`src/gpio_cfg_pkg.sv`:
```
package gpio_cfg_pkg;

    localparam int          ADDR_W         = 32;
    localparam int          DATA_W         = 32;
    localparam int          PIN_CNT        = 16;
    localparam int          STRB_W         = DATA_W / 8;

    // register byte addresses
    localparam logic [31:0] PIN_ENABLE_ADDR  = 32'h01B0_0000;
    localparam logic [31:0] PIN_DIR_ADDR     = 32'h01B0_0004;
    localparam logic [31:0] PIN_DOUT_ADDR    = 32'h01B0_0008;
    localparam logic [31:0] PIN_STATE_ADDR   = 32'h01B0_000C;
    localparam logic [31:0] WORD_MASK        = 32'hFFFF_FFFC;

    // field layout and reset values
    localparam logic [31:0] PIN_FIELD_MASK   = 32'h0000_FFFF;
    localparam logic [15:0] ENABLE_RESET     = 16'h00F9;
    localparam logic [15:0] DIR_RESET        = 16'h0000;
    localparam logic [15:0] DOUT_RESET       = 16'h0000;
    localparam logic [31:0] READ_ZERO        = 32'h0000_0000;

    // direction bit encoding
    localparam logic        DIR_INPUT        = 1'h0;
    localparam logic        DIR_OUTPUT       = 1'h1;

    // axi response codes
    localparam logic [1:0]  RESP_OKAY        = 2'h0;
    localparam logic [1:0]  RESP_DECERR      = 2'h3;

    typedef enum logic [4:0] {
        SEL_ENABLE = 5'h01,
        SEL_DIR    = 5'h02,
        SEL_DOUT   = 5'h04,
        SEL_STATE  = 5'h08,
        SEL_NONE   = 5'h10
    } reg_sel_t;

    typedef enum logic [4:0] {
        W_IDLE     = 5'h01,
        W_HAVE_A   = 5'h02,
        W_HAVE_D   = 5'h04,
        W_COMMIT   = 5'h08,
        W_RESP     = 5'h10
    } wr_state_t;

    typedef enum logic [2:0] {
        R_IDLE     = 3'h1,
        R_FETCH    = 3'h2,
        R_RESP     = 3'h4
    } rd_state_t;

endpackage : gpio_cfg_pkg

```
`src/pin_cfg_if.sv`:
```
`timescale 1ns/10ps
interface pin_cfg_if;
    import gpio_cfg_pkg::*;

    logic [PIN_CNT-1:0] enable;
    logic [PIN_CNT-1:0] dir;
    logic [PIN_CNT-1:0] dout;
    logic [PIN_CNT-1:0] sampled;

    modport ctrl (
        output enable,
        output dir,
        output dout,
        input  sampled
    );

    modport pins (
        input  enable,
        input  dir,
        input  dout,
        output sampled
    );

endinterface : pin_cfg_if

```
`src/gpio_pin_mux.sv`:
```
`timescale 1ns/10ps
module gpio_pin_mux
    import gpio_cfg_pkg::*;
(
    input  wire logic               clk_in,
    input  wire logic               rst_n_in,
    pin_cfg_if.pins                 cfg,
    input  wire logic [PIN_CNT-1:0] pin_in,
    input  wire logic [PIN_CNT-1:0] alt_out_in,
    input  wire logic [PIN_CNT-1:0] alt_oe_n_in,
    output logic      [PIN_CNT-1:0] pin_out_q,
    output logic      [PIN_CNT-1:0] pin_oe_n_q
);

    logic [PIN_CNT-1:0] pin_out_d;
    logic [PIN_CNT-1:0] pin_oe_n_d;
    logic [PIN_CNT-1:0] sampled_q;

    ////////////////////////////////////////////////////////////////////////
    always_comb begin
        for (int i = 0; i < PIN_CNT; i++) begin
            if (cfg.enable[i]) begin
                // direction only matters once the pin is ours
                pin_out_d[i]  = cfg.dout[i];
                pin_oe_n_d[i] = (cfg.dir[i] != DIR_OUTPUT);
            end else begin
                // alternate function drives the pad from alt_out_in and alt_oe_n_in
                pin_out_d[i]  = alt_out_in[i];
                pin_oe_n_d[i] = alt_oe_n_in[i];
            end
        end
    end

    always_ff @(posedge clk_in or negedge rst_n_in) begin
        if (!rst_n_in) begin
            pin_out_q  <= '0;
            pin_oe_n_q <= '1;
        end else begin
            pin_out_q  <= pin_out_d;
            pin_oe_n_q <= pin_oe_n_d;
        end
    end

    always_ff @(posedge clk_in or negedge rst_n_in) begin
        if (!rst_n_in) begin
            sampled_q <= '0;
        end else begin
            sampled_q <= pin_in;
        end
    end

    assign cfg.sampled = sampled_q;

endmodule : gpio_pin_mux

```
`src/gpio_pin_enable_direction.sv`:
```
`timescale 1ns/10ps
module gpio_pin_enable_direction
    import gpio_cfg_pkg::*;
(
    input  wire logic                CORE_CLK_IN,
    input  wire logic                RST_N_IN,
    input  wire logic [ADDR_W-1:0]   S_AXI_AWADDR_IN,
    input  wire logic                S_AXI_AWVALID_IN,
    output logic                     S_AXI_AWREADY_OUT,
    input  wire logic [DATA_W-1:0]   S_AXI_WDATA_IN,
    input  wire logic [STRB_W-1:0]   S_AXI_WSTRB_IN,
    input  wire logic                S_AXI_WVALID_IN,
    output logic                     S_AXI_WREADY_OUT,
    output logic [1:0]               S_AXI_BRESP_OUT,
    output logic                     S_AXI_BVALID_OUT,
    input  wire logic                S_AXI_BREADY_IN,
    input  wire logic [ADDR_W-1:0]   S_AXI_ARADDR_IN,
    input  wire logic                S_AXI_ARVALID_IN,
    output logic                     S_AXI_ARREADY_OUT,
    output logic [DATA_W-1:0]        S_AXI_RDATA_OUT,
    output logic [1:0]               S_AXI_RRESP_OUT,
    output logic                     S_AXI_RVALID_OUT,
    input  wire logic                S_AXI_RREADY_IN,
    input  wire logic [PIN_CNT-1:0]  GP_PIN_IN,
    input  wire logic [PIN_CNT-1:0]  ALT_OUT_IN,
    input  wire logic [PIN_CNT-1:0]  ALT_OE_N_IN,
    output logic      [PIN_CNT-1:0]  GP_PIN_OUT,
    output logic      [PIN_CNT-1:0]  GP_PIN_OE_N_OUT,
    output logic      [PIN_CNT-1:0]  GPIO_OWNS_PIN_OUT
);

    ////////////////////////////////////////////////////////////////////////
    // helpers

    function automatic reg_sel_t decode_addr(input logic [ADDR_W-1:0] addr);
        logic [ADDR_W-1:0] word;
        word = addr & WORD_MASK;
        if (word == PIN_ENABLE_ADDR) begin
            decode_addr = SEL_ENABLE;
        end else if (word == PIN_DIR_ADDR) begin
            decode_addr = SEL_DIR;
        end else if (word == PIN_DOUT_ADDR) begin
            decode_addr = SEL_DOUT;
        end else if (word == PIN_STATE_ADDR) begin
            decode_addr = SEL_STATE;
        end else begin
            decode_addr = SEL_NONE;
        end
    endfunction : decode_addr

    // merge write data under byte strobes, upper half always dropped
    function automatic logic [PIN_CNT-1:0] merge_pins(
        input logic [PIN_CNT-1:0] old_val,
        input logic [DATA_W-1:0]  wdata,
        input logic [STRB_W-1:0]  strb
    );
        logic [DATA_W-1:0] merged;
        merged = {{(DATA_W-PIN_CNT){1'b0}}, old_val};
        for (int b = 0; b < STRB_W; b++) begin
            if (strb[b]) begin
                merged[b*8 +: 8] = wdata[b*8 +: 8];
            end
        end
        merged     = merged & PIN_FIELD_MASK;
        merge_pins = merged[PIN_CNT-1:0];
    endfunction : merge_pins

    function automatic logic [DATA_W-1:0] widen(input logic [PIN_CNT-1:0] v);
        widen = {{(DATA_W-PIN_CNT){1'b0}}, v};
    endfunction : widen

    ////////////////////////////////////////////////////////////////////////
    // storage

    pin_cfg_if          cfg_bus();

    wr_state_t          wr_state_q;
    wr_state_t          wr_state_d;
    rd_state_t          rd_state_q;
    rd_state_t          rd_state_d;

    logic [ADDR_W-1:0]  awaddr_q;
    logic [DATA_W-1:0]  wdata_q;
    logic [STRB_W-1:0]  wstrb_q;
    logic [ADDR_W-1:0]  araddr_q;

    logic [PIN_CNT-1:0] enable_q;
    logic [PIN_CNT-1:0] dir_q;
    logic [PIN_CNT-1:0] dout_q;

    logic               awready_q;
    logic               wready_q;
    logic               bvalid_q;
    logic [1:0]         bresp_q;
    logic               arready_q;
    logic               rvalid_q;
    logic [1:0]         rresp_q;
    logic [DATA_W-1:0]  rdata_q;
    logic [PIN_CNT-1:0] owns_q;

    logic               aw_take;
    logic               w_take;
    reg_sel_t           wr_sel;
    reg_sel_t           rd_sel;

    assign aw_take = S_AXI_AWVALID_IN && awready_q;
    assign w_take  = S_AXI_WVALID_IN && wready_q;
    assign wr_sel  = decode_addr(awaddr_q);
    assign rd_sel  = decode_addr(araddr_q);

    ////////////////////////////////////////////////////////////////////////
    // write channel: address and data accepted in either order

    always_comb begin
        wr_state_d = wr_state_q;
        case (wr_state_q)
            W_IDLE: begin
                if (aw_take && w_take) begin
                    wr_state_d = W_COMMIT;
                end else if (aw_take) begin
                    wr_state_d = W_HAVE_A;
                end else if (w_take) begin
                    wr_state_d = W_HAVE_D;
                end
            end
            W_HAVE_A: begin
                if (w_take) begin
                    wr_state_d = W_COMMIT;
                end
            end
            W_HAVE_D: begin
                if (aw_take) begin
                    wr_state_d = W_COMMIT;
                end
            end
            W_COMMIT: begin
                wr_state_d = W_RESP;
            end
            W_RESP: begin
                if (S_AXI_BREADY_IN) begin
                    wr_state_d = W_IDLE;
                end
            end
            default: begin
                wr_state_d = W_IDLE;
            end
        endcase
    end

    always_ff @(posedge CORE_CLK_IN or negedge RST_N_IN) begin
        if (!RST_N_IN) begin
            wr_state_q <= W_IDLE;
            awready_q  <= 1'b1;
            wready_q   <= 1'b1;
        end else begin
            wr_state_q <= wr_state_d;
            awready_q  <= (wr_state_d == W_IDLE) || (wr_state_d == W_HAVE_D);
            wready_q   <= (wr_state_d == W_IDLE) || (wr_state_d == W_HAVE_A);
        end
    end

    always_ff @(posedge CORE_CLK_IN or negedge RST_N_IN) begin
        if (!RST_N_IN) begin
            awaddr_q <= '0;
            wdata_q  <= '0;
            wstrb_q  <= '0;
        end else begin
            if (aw_take) begin
                awaddr_q <= S_AXI_AWADDR_IN;
            end
            if (w_take) begin
                wdata_q <= S_AXI_WDATA_IN;
                wstrb_q <= S_AXI_WSTRB_IN;
            end
        end
    end

    always_ff @(posedge CORE_CLK_IN or negedge RST_N_IN) begin
        if (!RST_N_IN) begin
            bvalid_q <= 1'b0;
            bresp_q  <= RESP_OKAY;
        end else if (wr_state_q == W_COMMIT) begin
            bvalid_q <= 1'b1;
            bresp_q  <= (wr_sel == SEL_NONE) ? RESP_DECERR : RESP_OKAY;
        end else if (bvalid_q && S_AXI_BREADY_IN) begin
            bvalid_q <= 1'b0;
        end
    end

    ////////////////////////////////////////////////////////////////////////
    // configuration registers; pin state register is read-only

    always_ff @(posedge CORE_CLK_IN or negedge RST_N_IN) begin
        if (!RST_N_IN) begin
            enable_q <= ENABLE_RESET;
            dir_q    <= DIR_RESET;
            dout_q   <= DOUT_RESET;
        end else if (wr_state_q == W_COMMIT) begin
            case (wr_sel)
                SEL_ENABLE: begin
                    enable_q <= merge_pins(enable_q, wdata_q, wstrb_q);
                end
                SEL_DIR: begin
                    dir_q <= merge_pins(dir_q, wdata_q, wstrb_q);
                end
                SEL_DOUT: begin
                    dout_q <= merge_pins(dout_q, wdata_q, wstrb_q);
                end
                default: begin
                    dout_q <= dout_q;
                end
            endcase
        end
    end

    ////////////////////////////////////////////////////////////////////////
    // read channel

    always_comb begin
        rd_state_d = rd_state_q;
        case (rd_state_q)
            R_IDLE: begin
                if (S_AXI_ARVALID_IN && arready_q) begin
                    rd_state_d = R_FETCH;
                end
            end
            R_FETCH: begin
                rd_state_d = R_RESP;
            end
            R_RESP: begin
                if (S_AXI_RREADY_IN) begin
                    rd_state_d = R_IDLE;
                end
            end
            default: begin
                rd_state_d = R_IDLE;
            end
        endcase
    end

    always_ff @(posedge CORE_CLK_IN or negedge RST_N_IN) begin
        if (!RST_N_IN) begin
            rd_state_q <= R_IDLE;
            arready_q  <= 1'b1;
            araddr_q   <= '0;
        end else begin
            rd_state_q <= rd_state_d;
            arready_q  <= (rd_state_d == R_IDLE);
            if (S_AXI_ARVALID_IN && arready_q) begin
                araddr_q <= S_AXI_ARADDR_IN;
            end
        end
    end

    // data is sampled one cycle after the address so decode stays off
    // the ready path, at the cost of one extra cycle of read latency
    always_ff @(posedge CORE_CLK_IN or negedge RST_N_IN) begin
        if (!RST_N_IN) begin
            rvalid_q <= 1'b0;
            rresp_q  <= RESP_OKAY;
            rdata_q  <= READ_ZERO;
        end else if (rd_state_q == R_FETCH) begin
            rvalid_q <= 1'b1;
            rresp_q  <= RESP_OKAY;
            case (rd_sel)
                SEL_ENABLE: rdata_q <= widen(enable_q);
                SEL_DIR:    rdata_q <= widen(dir_q);
                SEL_DOUT:   rdata_q <= widen(dout_q);
                SEL_STATE:  rdata_q <= widen(cfg_bus.sampled);
                default: begin
                    rdata_q <= READ_ZERO;
                    rresp_q <= RESP_DECERR;
                end
            endcase
        end else if (rvalid_q && S_AXI_RREADY_IN) begin
            rvalid_q <= 1'b0;
        end
    end

    ////////////////////////////////////////////////////////////////////////
    // pin control

    assign cfg_bus.enable = enable_q;
    assign cfg_bus.dir    = dir_q;
    assign cfg_bus.dout   = dout_q;

    always_ff @(posedge CORE_CLK_IN or negedge RST_N_IN) begin
        if (!RST_N_IN) begin
            owns_q <= ENABLE_RESET;
        end else begin
            owns_q <= enable_q;
        end
    end

    gpio_pin_mux u_pin_mux (
        .clk_in      (CORE_CLK_IN),
        .rst_n_in    (RST_N_IN),
        .cfg         (cfg_bus.pins),
        .pin_in      (GP_PIN_IN),
        .alt_out_in  (ALT_OUT_IN),
        .alt_oe_n_in (ALT_OE_N_IN),
        .pin_out_q   (GP_PIN_OUT),
        .pin_oe_n_q  (GP_PIN_OE_N_OUT)
    );

    assign S_AXI_AWREADY_OUT = awready_q;
    assign S_AXI_WREADY_OUT  = wready_q;
    assign S_AXI_BVALID_OUT  = bvalid_q;
    assign S_AXI_BRESP_OUT   = bresp_q;
    assign S_AXI_ARREADY_OUT = arready_q;
    assign S_AXI_RVALID_OUT  = rvalid_q;
    assign S_AXI_RRESP_OUT   = rresp_q;
    assign S_AXI_RDATA_OUT   = rdata_q;
    assign GPIO_OWNS_PIN_OUT = owns_q;

endmodule : gpio_pin_enable_direction

```
`config.mk`:
```
export PLATFORM = sky130hd
export DESIGN_NAME = gpio_pin_enable_direction
export DESIGN_NICKNAME = d
export VERILOG_FILES = /design/src/gpio_cfg_pkg.sv /design/src/pin_cfg_if.sv /design/src/gpio_pin_mux.sv /design/src/gpio_pin_enable_direction.sv
export SDC_FILE = /design/constraint.sdc
export NUM_CORES = 1
export LEC_CHECK = 0
export ABC_AREA = 1
export ABC_CLOCK_PERIOD_IN_PS = 4900
export BUFFER_PORTS_ARGS = -buffer_cell sky130_fd_sc_hd__buf_2
export CORE_AREA = 3 3 106 185
export CTS_CLUSTER_DIAMETER = 200
export DETAILED_ROUTE_END_ITERATION = 7
export DIE_AREA = 0 0 109 188
export PLACE_DENSITY = 0.8
export SLEW_MARGIN = 20
export SYNTH_ARGS = -nofsm -noshare
export SYNTH_HDL_FRONTEND = slang
export SYNTH_SLANG_ARGS = --single-unit
```
`constraint.sdc`:
```
create_clock -name CORE_CLK_IN -period 4.9 [get_ports CORE_CLK_IN]
set_clock_uncertainty 0.05 [all_clocks]
set_input_delay 0.98 -clock CORE_CLK_IN [delete_from_list [all_inputs] [get_ports CORE_CLK_IN]]
set_output_delay 0.98 -clock CORE_CLK_IN [all_outputs]
set_load 0.03 [all_outputs]
```
; ---- After elaboration in Yosys (flattened, before gate mapping)
; Cells that the tools add are included.
[word_totals]
regBits = 243
in_bits = 155
[classes]
reduce_logical = 17
mux = 57
n_eq_ne = 28
n_bitwise = 16
[ops]
columns = cell, count
row1 = == test 30 x 23 -> 1 bit (second input constant), 8
row2 = 2-to-1 mux 5 bit, 14
row3 = case mux 16 bit (4 select lines), 1
row4 = 2-to-1 mux 1 bit, 36
row5 = case mux 5 bit (5 select lines), 1
row6 = == test 5 x 1 -> 1 bit (second input constant), 4
row7 = == test 5 x 2 -> 1 bit (second input constant), 4
row8 = == test 5 x 3 -> 1 bit (second input constant), 4
row9 = AND reduction 3 bit, 6
row10 = NOT 1 bit, 16
row11 = == test 5 x 4 -> 1 bit (second input constant), 2
row12 = == test 5 bit (second input constant), 2
row13 = case mux 3 bit (3 select lines), 1
row14 = == test 3 x 1 -> 1 bit (second input constant), 2
row15 = logical AND 1 bit, 6
row16 = 2-to-1 mux 3 bit, 2
row17 = 2-to-1 mux 2 bit, 2
row18 = nonzero test 2 bit, 2
row19 = OR reduction 4 bit, 1
row20 = == test 3 x 2 -> 1 bit (second input constant), 1
row21 = == test 3 bit (second input constant), 1
row22 = logical OR 1 bit, 2

; ---- Depth between registers and ports, before layout
; Gate-level depths: netlist of run 1.
[depth]
ltp_word = 8
ltp_mapped = 11
depth_no_buf = 9

; ---- Modules after synthesis
; A second synthesis of run 1 with hierarchy kept.
[hier_totals]
hier_cells = 990
hier_area_um2 = 9221.3
[by_module_without_submodules]
columns = mod, n_inst, cells_per_inst, area_per_inst_um2, seq_area_each_um2
row1 = gpio_pin_enable_direction, 1, 814, 7519.7, 4350.4
row2 = gpio_pin_mux, 1, 176, 1701.6, 1221.2

; ---- Least setup slack after synthesis of run 1
; No wires, ideal clock.
[synth_timing]
kind = input port to flip-flop
start = input port S_AXI_WVALID_IN
end = register wdata_q[5]
required_ps = 4767
arrival_ps = 1821
path_stages = 6
n_path_buf = 2
setup_slack_ps = 2946
cell_sequence = nand2_1 inv_1 clkbuf_1 clkbuf_1 nand2_1 o21ai_0
[synth_via]
elab_chain_len = 1
[synth_lines]
columns = item, line
row1 = start: declaration, gpio_pin_enable_direction.sv:12  ; input wire logic S_AXI_WVALID_IN,
row2 = logical AND 1 bit, gpio_pin_enable_direction.sv:107  ; assign w_take = S_AXI_WVALID_IN && wready_q;
row3 = end signal: assignment, gpio_pin_enable_direction.sv:165  ; wdata_q <= '0;
row4 = end signal: assignment, gpio_pin_enable_direction.sv:172  ; wdata_q <= S_AXI_WDATA_IN;
row5 = end: declaration, gpio_pin_enable_direction.sv:83  ; logic [DATA_W-1:0] wdata_q;
; Every way passes these cells.
; A chain may end at the register's enable or synchronous reset.

; ---- Worst setup path after layout of run 1
[layout_timing]
start = input port S_AXI_AWVALID_IN
end = register awready_q, in the netlist S_AXI_AWREADY_OUT
[layout_via]
elab_chain_len = 6
elab_cells_between_ends = 9
classes_between = 2 x eq/ne / 4 x mux / 3 x reduce/logical
[layout_lines]
columns = item, line
row1 = start: declaration, gpio_pin_enable_direction.sv:8  ; input wire logic S_AXI_AWVALID_IN,
row2 = logical AND 1 bit *, gpio_pin_enable_direction.sv:106  ; assign aw_take = S_AXI_AWVALID_IN && awready_q;
row3 = 2-to-1 mux 5 bit / logical AND 1 bit (equally long branches), "gpio_pin_enable_direction.sv:120, gpio_pin_enable_direction.sv:118"
row4 = 2-to-1 mux 5 bit, gpio_pin_enable_direction.sv:118  ; if (aw_take && w_take) begin
row5 = case mux 5 bit (5 select lines) *, gpio_pin_enable_direction.sv:116  ; case (wr_state_q)
row6 = == test 5 x 1 -> 1 bit / == test 5 x 3 -> 1 bit (equally long branches), gpio_pin_enable_direction.sv:157  ; awready_q <= (wr_state_d == W_IDLE) || (wr_state_d == W_HAVE_D);
row7 = logical OR 1 bit *, gpio_pin_enable_direction.sv:157
row8 = end signal: assignment, gpio_pin_enable_direction.sv:157
row9 = end: declaration, gpio_pin_enable_direction.sv:91  ; logic awready_q;
; Mark *: on every way between the ends. The rest lies on a longest branch, timed or not.

==> results of run 1 <==
kinds of logic after synthesis:
logic type      Yosys count
buf+inv                 108
simple gates            421
compound gates          135
other cells               1
flops                   221
mux                      26
layer usage:
layer,track usage (%),wire length [um],vias to the layer above
li1,-,-,3322
met1,22.79,7655,3250
met2,37.45,11430,203
met3,3.824,1329,51
met4,8.264,702,4
met5,0,27,-
synth_stat cells, drive strengths merged:
cell / n
conb: 1
nand3: 80
a22oi: 2
dfrtp: 188
or2: 2
nand2: 247
mux2: 26
buf: 37
inv: 56
clkbuf: 15
nand4: 8
a31oi: 1
o21ai: 96
a21oi: 36
nor3: 4
dfstp: 33
nor2: 78
nor4: 2
flip-flops by register name, indices dropped and copies added (netlist names), 2 cells and up:
name                   count
cfg_bus.enable            16
rd_state_q                 3
wdata_q                   16
u_pin_mux.pin_oe_n_q      16
cfg_bus.dir               16
u_pin_mux.cfg.sampled     16
cfg_bus.dout              16
S_AXI_RDATA_OUT           16
araddr_q                  30
awaddr_q                  30
GPIO_OWNS_PIN_OUT         16
wstrb_q                    2
u_pin_mux.pin_out_q       16
wr_state_q                 5
layout make-up:
type                            instances  area (sq um)
Clock buffer                           28         551.8
Multi-Input combinational cell        598          3035
Clock inverter                         10         86.33
Sequential cell                       221          5572
Inverter                               56         210.2
Antenna cell                            3         7.507
Timing Repair Buffer                  211          1094
Fill cell                            1584          7561
Tap cell                              238         297.8
power groups by stage:
stage          logic [W]  clock network (W)  registers (W)
2_1_floorplan   0.000656                  0        0.00239
3_3_place_gp    0.000961                  0        0.00233
3_5_place_dp    0.000994                  0        0.00234
4_1_cts          0.00100            0.00156        0.00231
5_1_grt          0.00113            0.00164        0.00235
6_report        0.000985            0.00152        0.00231
worst max-delay path by stage:
stage / end / depth (start not counted) / slack (ns) / from
after floorplan: wdata_q[5]$_DFFE_PN0P_ / 6 / 2.95 / S_AXI_WVALID_IN
after global placement: S_AXI_WREADY_OUT$_DFF_PN1_ / 6 / 1.93 / S_AXI_AWVALID_IN
after detailed placement: S_AXI_AWREADY_OUT$_DFF_PN1_ / 6 / 1.91 / S_AXI_AWVALID_IN
after CTS: S_AXI_AWREADY_OUT$_DFF_PN1_ / 5 / 2.45 / S_AXI_AWREADY_OUT$_DFF_PN1_
after global routing: S_AXI_WREADY_OUT$_DFF_PN1_ / 5 / 2.17 / S_AXI_AWREADY_OUT$_DFF_PN1_
final: S_AXI_AWREADY_OUT$_DFF_PN1_ / 6 / 2.48 / S_AXI_AWVALID_IN
stage by stage:
stage | setup slack, ns | area [sq um] | total power (W)
5_1_grt | 2.174 | 10850 | 0.005119
4_1_cts | 2.447 | 10850 | 0.004874
6_report | 2.481 | 10850 | 0.004822
3_3_place_gp | 1.931 | 10210 | 0.003288
2_1_floorplan | 2.946 | 9143 | 0.003046
3_5_place_dp | 1.908 | 10210 | 0.003336
worst max-delay path, delay by kind of cell:
kind | cells | cell delay [ns]
and+or+nand+nor | 3 | 0.78
buffers and inverters | 2 | 0.75
AOI/OAI and AO/OA | 1 | 0.25
==> out/qor.csv, run 1 <==
stage,metric,value,unit
clock_tree,H-tree depth,1,
finish,Final Core Density,58.94,%
global_routing,first-pass GRT wire length,33370,um
sta,Tcrit/Tclk final,49.36,%
floorplanning,Die H,188,um
placed_design,gpl congestion,0.8138,
clock_tree,clk root buf,clkbuf_16,
sta,sum of negative setup slack,0,ns
synthesis,largest family of logic cells by synthesized area,simple AND/OR/NAND/NOR gates,
setup_path,CP max FO,37,
synthesis,Synth Cell Area,9086,sq um
placed_design,DP Wirelength,15280,um
min_path,Hold/Removal Path Class,reg2reg,
setup_path,"Req. time, crit path",5.25,ns
finish,"commonest non-fill, non-tap cell in the layout",nand2_1,
synthesis,"top cells by area, synth","dfrtp_1 52%, nand2_1 10%, dfstp_2 9.5%",
finish,Final nets,1264,
clock_tree,post-CTS setup buffer count,0,
setup_path,Worst Setup End Kind,flip-flop,
route,1st-iter DRT viols,426,
sta,Max-Slew Margin vs Limit,32.78,%
synthesis,"Avg Cell Area, Syn",9.963,sq um
global_routing,grt ovf,0,
finish,fraction of layout cells with a size suffix above 1,32.83,%
floorplanning,die area,20490,sq um
power,maximum ir drop on the vdd rail,0.0004519,V
setup_path,kind of critical path,in2reg,
sta,RSZ-0062 raised after global routing,no,
synthesis,Gate Count Post-Synth,912,
sta,f_max,413.5,MHz
route,Vias/cell,5.004,
global_routing,antenna violations before repair,5,
synthesis,Synth Area in Adders,0,%
clock_tree,"CTS clk-pin slew, worst paths",0.06,ns
power,register share of total power,47.9,%
finish,"non-filler cells, final",1365,
clock_tree,worst skew pair latency,0.50,ns
clock_tree,clk buf depth,3,
clock_tree,CTS tree,done,
setup_path,Worst Reg-to-Reg Cells,5,
synthesis,Synth cell types,32,
route,DRC viols,0,
synthesis,Ys Warns,0,
route,DR pass1 iterations,5,
min_path,worst hold start,cfg_bus.enable[5]$_DFFE_PN1P_,
sta,endpoints failing hold,0,
floorplanning,area of the core,18420,sq um
synthesis,Synth Area in XOR/XNOR,0,%
clock_tree,# clock sinks,221,
global_routing,Tot GR Track Use,20.49,%
synthesis,post-synthesis register bit count,221,
clock_tree,Inserted Clock Buffers,21,
synthesis,area share of the largest cell type after synthesis,51.78,%
route,remaining antenna violation count,0,
synthesis,register area share after synthesis,61.32,%
global_routing,vias in the first global route,6821,
setup_path,Slowest cell on crit path,inv_2,
synthesis,post-synthesis mux area share,3.222,%
clock_tree,CTS Hold Bufs,0,
sta,Final Slew Violations,0,
floorplanning,Initial Utilization,49.34,%
power,pwr/cell area,444.3,nW/um^2
setup_path,reg-to-reg endpoint,S_AXI_AWREADY_OUT$_DFF_PN1_,
synthesis,post-synthesis compound-gate area fraction,8.868,%
power,Int Pwr,0.003324,W
finish,"leading cell types in the layout, fill and taps excluded","245 x nand2_1, 204 x buf_2, 188 x dfrtp_1",
min_path,Worst Hold End,GPIO_OWNS_PIN_OUT[5]$_DFF_PN1_,
power,Sw Ratio,31.07,%
placed_design,port bufs,205,
sta,measured slew at the worst slew-check pin,1.008,ns
finish,Layout Area Growth over Synthesis,19.46,%
setup_path,FF-to-FF setup slack,2.50,ns
route,Post-Route WL,21140,um
setup_path,CP max stage delay,0.68,ns
floorplanning,total number of placement rows,66,
power,clock power share,31.6,%
clock_tree,PostCTS Resize Cnt,0,
power,switching power,0.001498,W
setup_path,r2r startpoint,S_AXI_AWREADY_OUT$_DFF_PN1_,
placed_design,Post-Place Cells,1324,
floorplanning,Die W,109,um
sta,Final setup viols,0,
outcome,status,"finished, final reports clean",
sta,min Tclk post-route,2.419,ns
global_routing,pin count of the biggest net entering global routing,133,
min_path,hold depth,0,
synthesis,Synth Area in Simple Gates,20.57,%
synthesis,cell taking the most area after synthesis,dfrtp_1,
power,Leakage,5.504,nW
route,DR WL/cell,15.49,um
sta,worst hold slack,0.3492,ns
setup_path,"Critical Path, Cell by Cell","buf_2, nand2_1, inv_2, nor2_1, a22oi_1, nand4_1",
route,via count,6830,
power,Comb pwr share,20.4,%
setup_path,crit start category,primary input,
setup_path,CP arrival,2.77,ns
floorplanning,Top Ports,244,
job,max_cap viols,0,
(Power assumes the default switching activity.)
==> run 2: changes to the inputs <==
--- a/config.mk
+++ b/config.mk
@@ -6,7 +6,7 @@
 export NUM_CORES = 1
 export LEC_CHECK = 0
 export ABC_AREA = 1
-export ABC_CLOCK_PERIOD_IN_PS = 4900
+export ABC_CLOCK_PERIOD_IN_PS = 2410
 export BUFFER_PORTS_ARGS = -buffer_cell sky130_fd_sc_hd__buf_2
 export CORE_AREA = 3 3 106 185
 export CTS_CLUSTER_DIAMETER = 200
==> constraint.sdc (replaced) <==
create_clock -name CORE_CLK_IN -period 2.41 [get_ports CORE_CLK_IN]
set_clock_uncertainty 0.05 [all_clocks]
set_input_delay 0.482 -clock CORE_CLK_IN [delete_from_list [all_inputs] [get_ports CORE_CLK_IN]]
set_output_delay 0.482 -clock CORE_CLK_IN [all_outputs]
set_load 0.03 [all_outputs]
==> out/qor.csv, run 2 (synthesized netlist as in run 1, its figures left out) <==
stage,metric,value,unit,change
finish,area of the multi-input gates,3035,sq um,unchanged
finish,Layout fillers,1541,,-2.7%
global_routing,first-pass GRT wire length,34040,um,+2.0%
setup_path,crit start category,flip-flop,,
sta,Tcrit/Tclk final,78.88,%,
global_routing,GR Util met3,4.340,%,+0.52 points
finish,Layout Area Growth over Synthesis,21.08,%,
placed_design,port bufs,205,,unchanged
sta,endpoints failing hold,0,,unchanged
global_routing,most crowded layer after global routing,met2,,
floorplanning,Initial Utilization,49.34,%,unchanged
floorplanning,Top Ports,244,,unchanged
placed_design,Setup WS pre-CTS,0.5109,ns,-1.397 ns
clock_tree,"CTS clk-pin slew, worst paths",0.06,ns,about the same
floorplanning,Die H,188,um,unchanged
route,Vias/cell,4.989,,-0.29%
route,1st-iter DRT viols,373,,-12%
clock_tree,H-tree depth,1,,unchanged
floorplanning,total number of placement rows,66,,unchanged
sta,Max-Slew Margin vs Limit,48.67,%,+16 points
finish,"leading cell types in the layout, fill and taps excluded","245 x nand2_1, 204 x buf_2, 188 x dfrtp_1",,
placed_design,DP Wirelength,15460,um,+1.2%
global_routing,met2 Usage GRT,38.07,%,+0.62 points
setup_path,CP arrival,2.22,ns,-0.55 ns
finish,"commonest non-fill, non-tap cell in the layout",nand2_1,,
route,Post-Route WL,21360,um,+1.0%
global_routing,Tot GR Track Use,20.76,%,+0.27 points
clock_tree,clk root buf,clkbuf_16,,
setup_path,"Req. time, crit path",2.73,ns,-2.52 ns
clock_tree,post-CTS setup buffer count,0,,unchanged
finish,biggest regs,"araddr_q x30, awaddr_q x30",,
global_routing,pin count of the biggest net entering global routing,80,,-40%
route,remaining antenna violation count,0,,unchanged
clock_tree,Inserted Clock Buffers,21,,unchanged
sta,sum of negative setup slack,0,ns,unchanged
sta,Final setup viols,0,,unchanged
placed_design,DP Area,10310,sq um,+0.96%
clock_tree,clk buf depth,3,,unchanged
floorplanning,die area,20490,sq um,unchanged
min_path,Hold/Removal Path Class,in2reg,,
sta,post-route worst setup slack,0.5089,ns,-1.973 ns
job,max_cap viols,0,,unchanged
route,DR WL/cell,15.57,um,+0.50%
power,pwr/cell area,906.3,nW/um^2,+100%
finish,Final nets,1273,,+0.71%
setup_path,CP max FO,16,,-57%
route,DR pass1 iterations,5,,unchanged
floorplanning,Die W,109,um,unchanged
global_routing,grt ovf,0,,unchanged
global_routing,antenna violations before repair,6,,+1
finish,fraction of layout cells with a size suffix above 1,33.57,%,+0.74 points
route,DRC viols,0,,unchanged
global_routing,grt met1 use,23.26,%,+0.46 points
finish,final instance area,11000,sq um,+1.4%
sta,min Tclk post-route,1.901,ns,
sta,Final Slew Violations,0,,unchanged
setup_path,Worst Setup End Kind,flip-flop,,
power,Leakage,5.591,nW,+1.6%
outcome,status,"finished, final reports clean",,
finish,Register Area,5572,sq um,unchanged
sta,RSZ-0062 raised after global routing,no,,
sta,measured slew at the worst slew-check pin,0.7681,ns,-0.2402 ns
route,via count,6845,,+0.22%
sta,f_max,526.0,MHz,
setup_path,kind of critical path,reg2reg,,
floorplanning,area of the core,18420,sq um,unchanged
clock_tree,CTS tree,done,,
power,maximum ir drop on the vdd rail,0.0006800,V,+50%
clock_tree,worst skew pair latency,0.50,ns,about the same
placed_design,gpl congestion,0.8304,,+2.0%
global_routing,vias in the first global route,6889,,+1.0%
clock_tree,# clock sinks,221,,unchanged
-- run 2: layout make-up --
class                      count  share of cell area (%)
antenna                        2                 0.04549
multi-input combinational    598                   27.59
tap                          238                   2.707
inverter                      56                   1.911
clock inverter                 8                  0.6824
timing repair buffer         220                   10.92
clock buffer                  29                   5.504
sequential                   221                   50.64
-- run 2: layer usage --
layer  wire length [um]  vias up
met5                 48        -
met4                564        8
met3               1422       46
met2              11420      228
met1               7898     3220
li1                   -     3343
-- run 2: final timing paths --
| kind | startpoint | end | slack [ns] | depth (start not counted) |
|---|---|---|---|---|
| worst max-delay path | wr_state_q[1]$_DFF_PN0_ | cfg_bus.dir[1]$_DFFE_PN0P_ | 0.51 | 6 |
| worst min-delay path | GP_PIN_IN[3] | u_pin_mux.cfg.sampled[3]$_DFF_PN0_ | 0.04 | 1 |
| worst max register to register | wr_state_q[1]$_DFF_PN0_ | cfg_bus.dir[1]$_DFFE_PN0P_ | 0.51 | 6 |
| worst min register to register | cfg_bus.enable[5]$_DFFE_PN1P_ | GPIO_OWNS_PIN_OUT[5]$_DFF_PN1_ | 0.36 | 0 |
| max in group asynchronous | RST_N_IN | GPIO_OWNS_PIN_OUT[6]$_DFF_PN1_ | 1.04 | 3 |
| min in group asynchronous | RST_N_IN | GPIO_OWNS_PIN_OUT[9]$_DFF_PN0_ | 0.49 | 2 |
-- run 2: critical path: stages, from the launching register on --
cell,delay (ns)
dfrtp_1,0.40
nor2_2,0.17
nand4_2,0.24
nor2_4,0.21
nand3_2,0.40
nand2_1,0.21
o21ai_2,0.07
-- run 2: timing repair --
| item | 4_1_cts | 5_1_grt |
|---|---|---|
| hold buffers | 1 | 0 |
| endpoints found under the hold margin | 55 | 0 |
| resized for setup | 0 | 0 |
-- run 2: where the power goes --
part,switching [W],internal [W]
sequential,0.000292,0.00441
combinational,0.00139,0.000646
clock,0.00136,0.00187
-- run 2: per-stage QoR --
step	hold slack (ns)	instances	utilization (%)	total power [W]
2_1_floorplan	0.1364	927	-	0.006192
3_3_place_gp	0.3500	1332	55.97	0.006716
3_5_place_dp	0.3496	1332	55.97	0.006806
4_1_cts	0.02435	1370	59.72	0.01007
5_1_grt	0.02256	1372	59.74	0.01056
6_report	0.04056	1372	59.74	0.009971
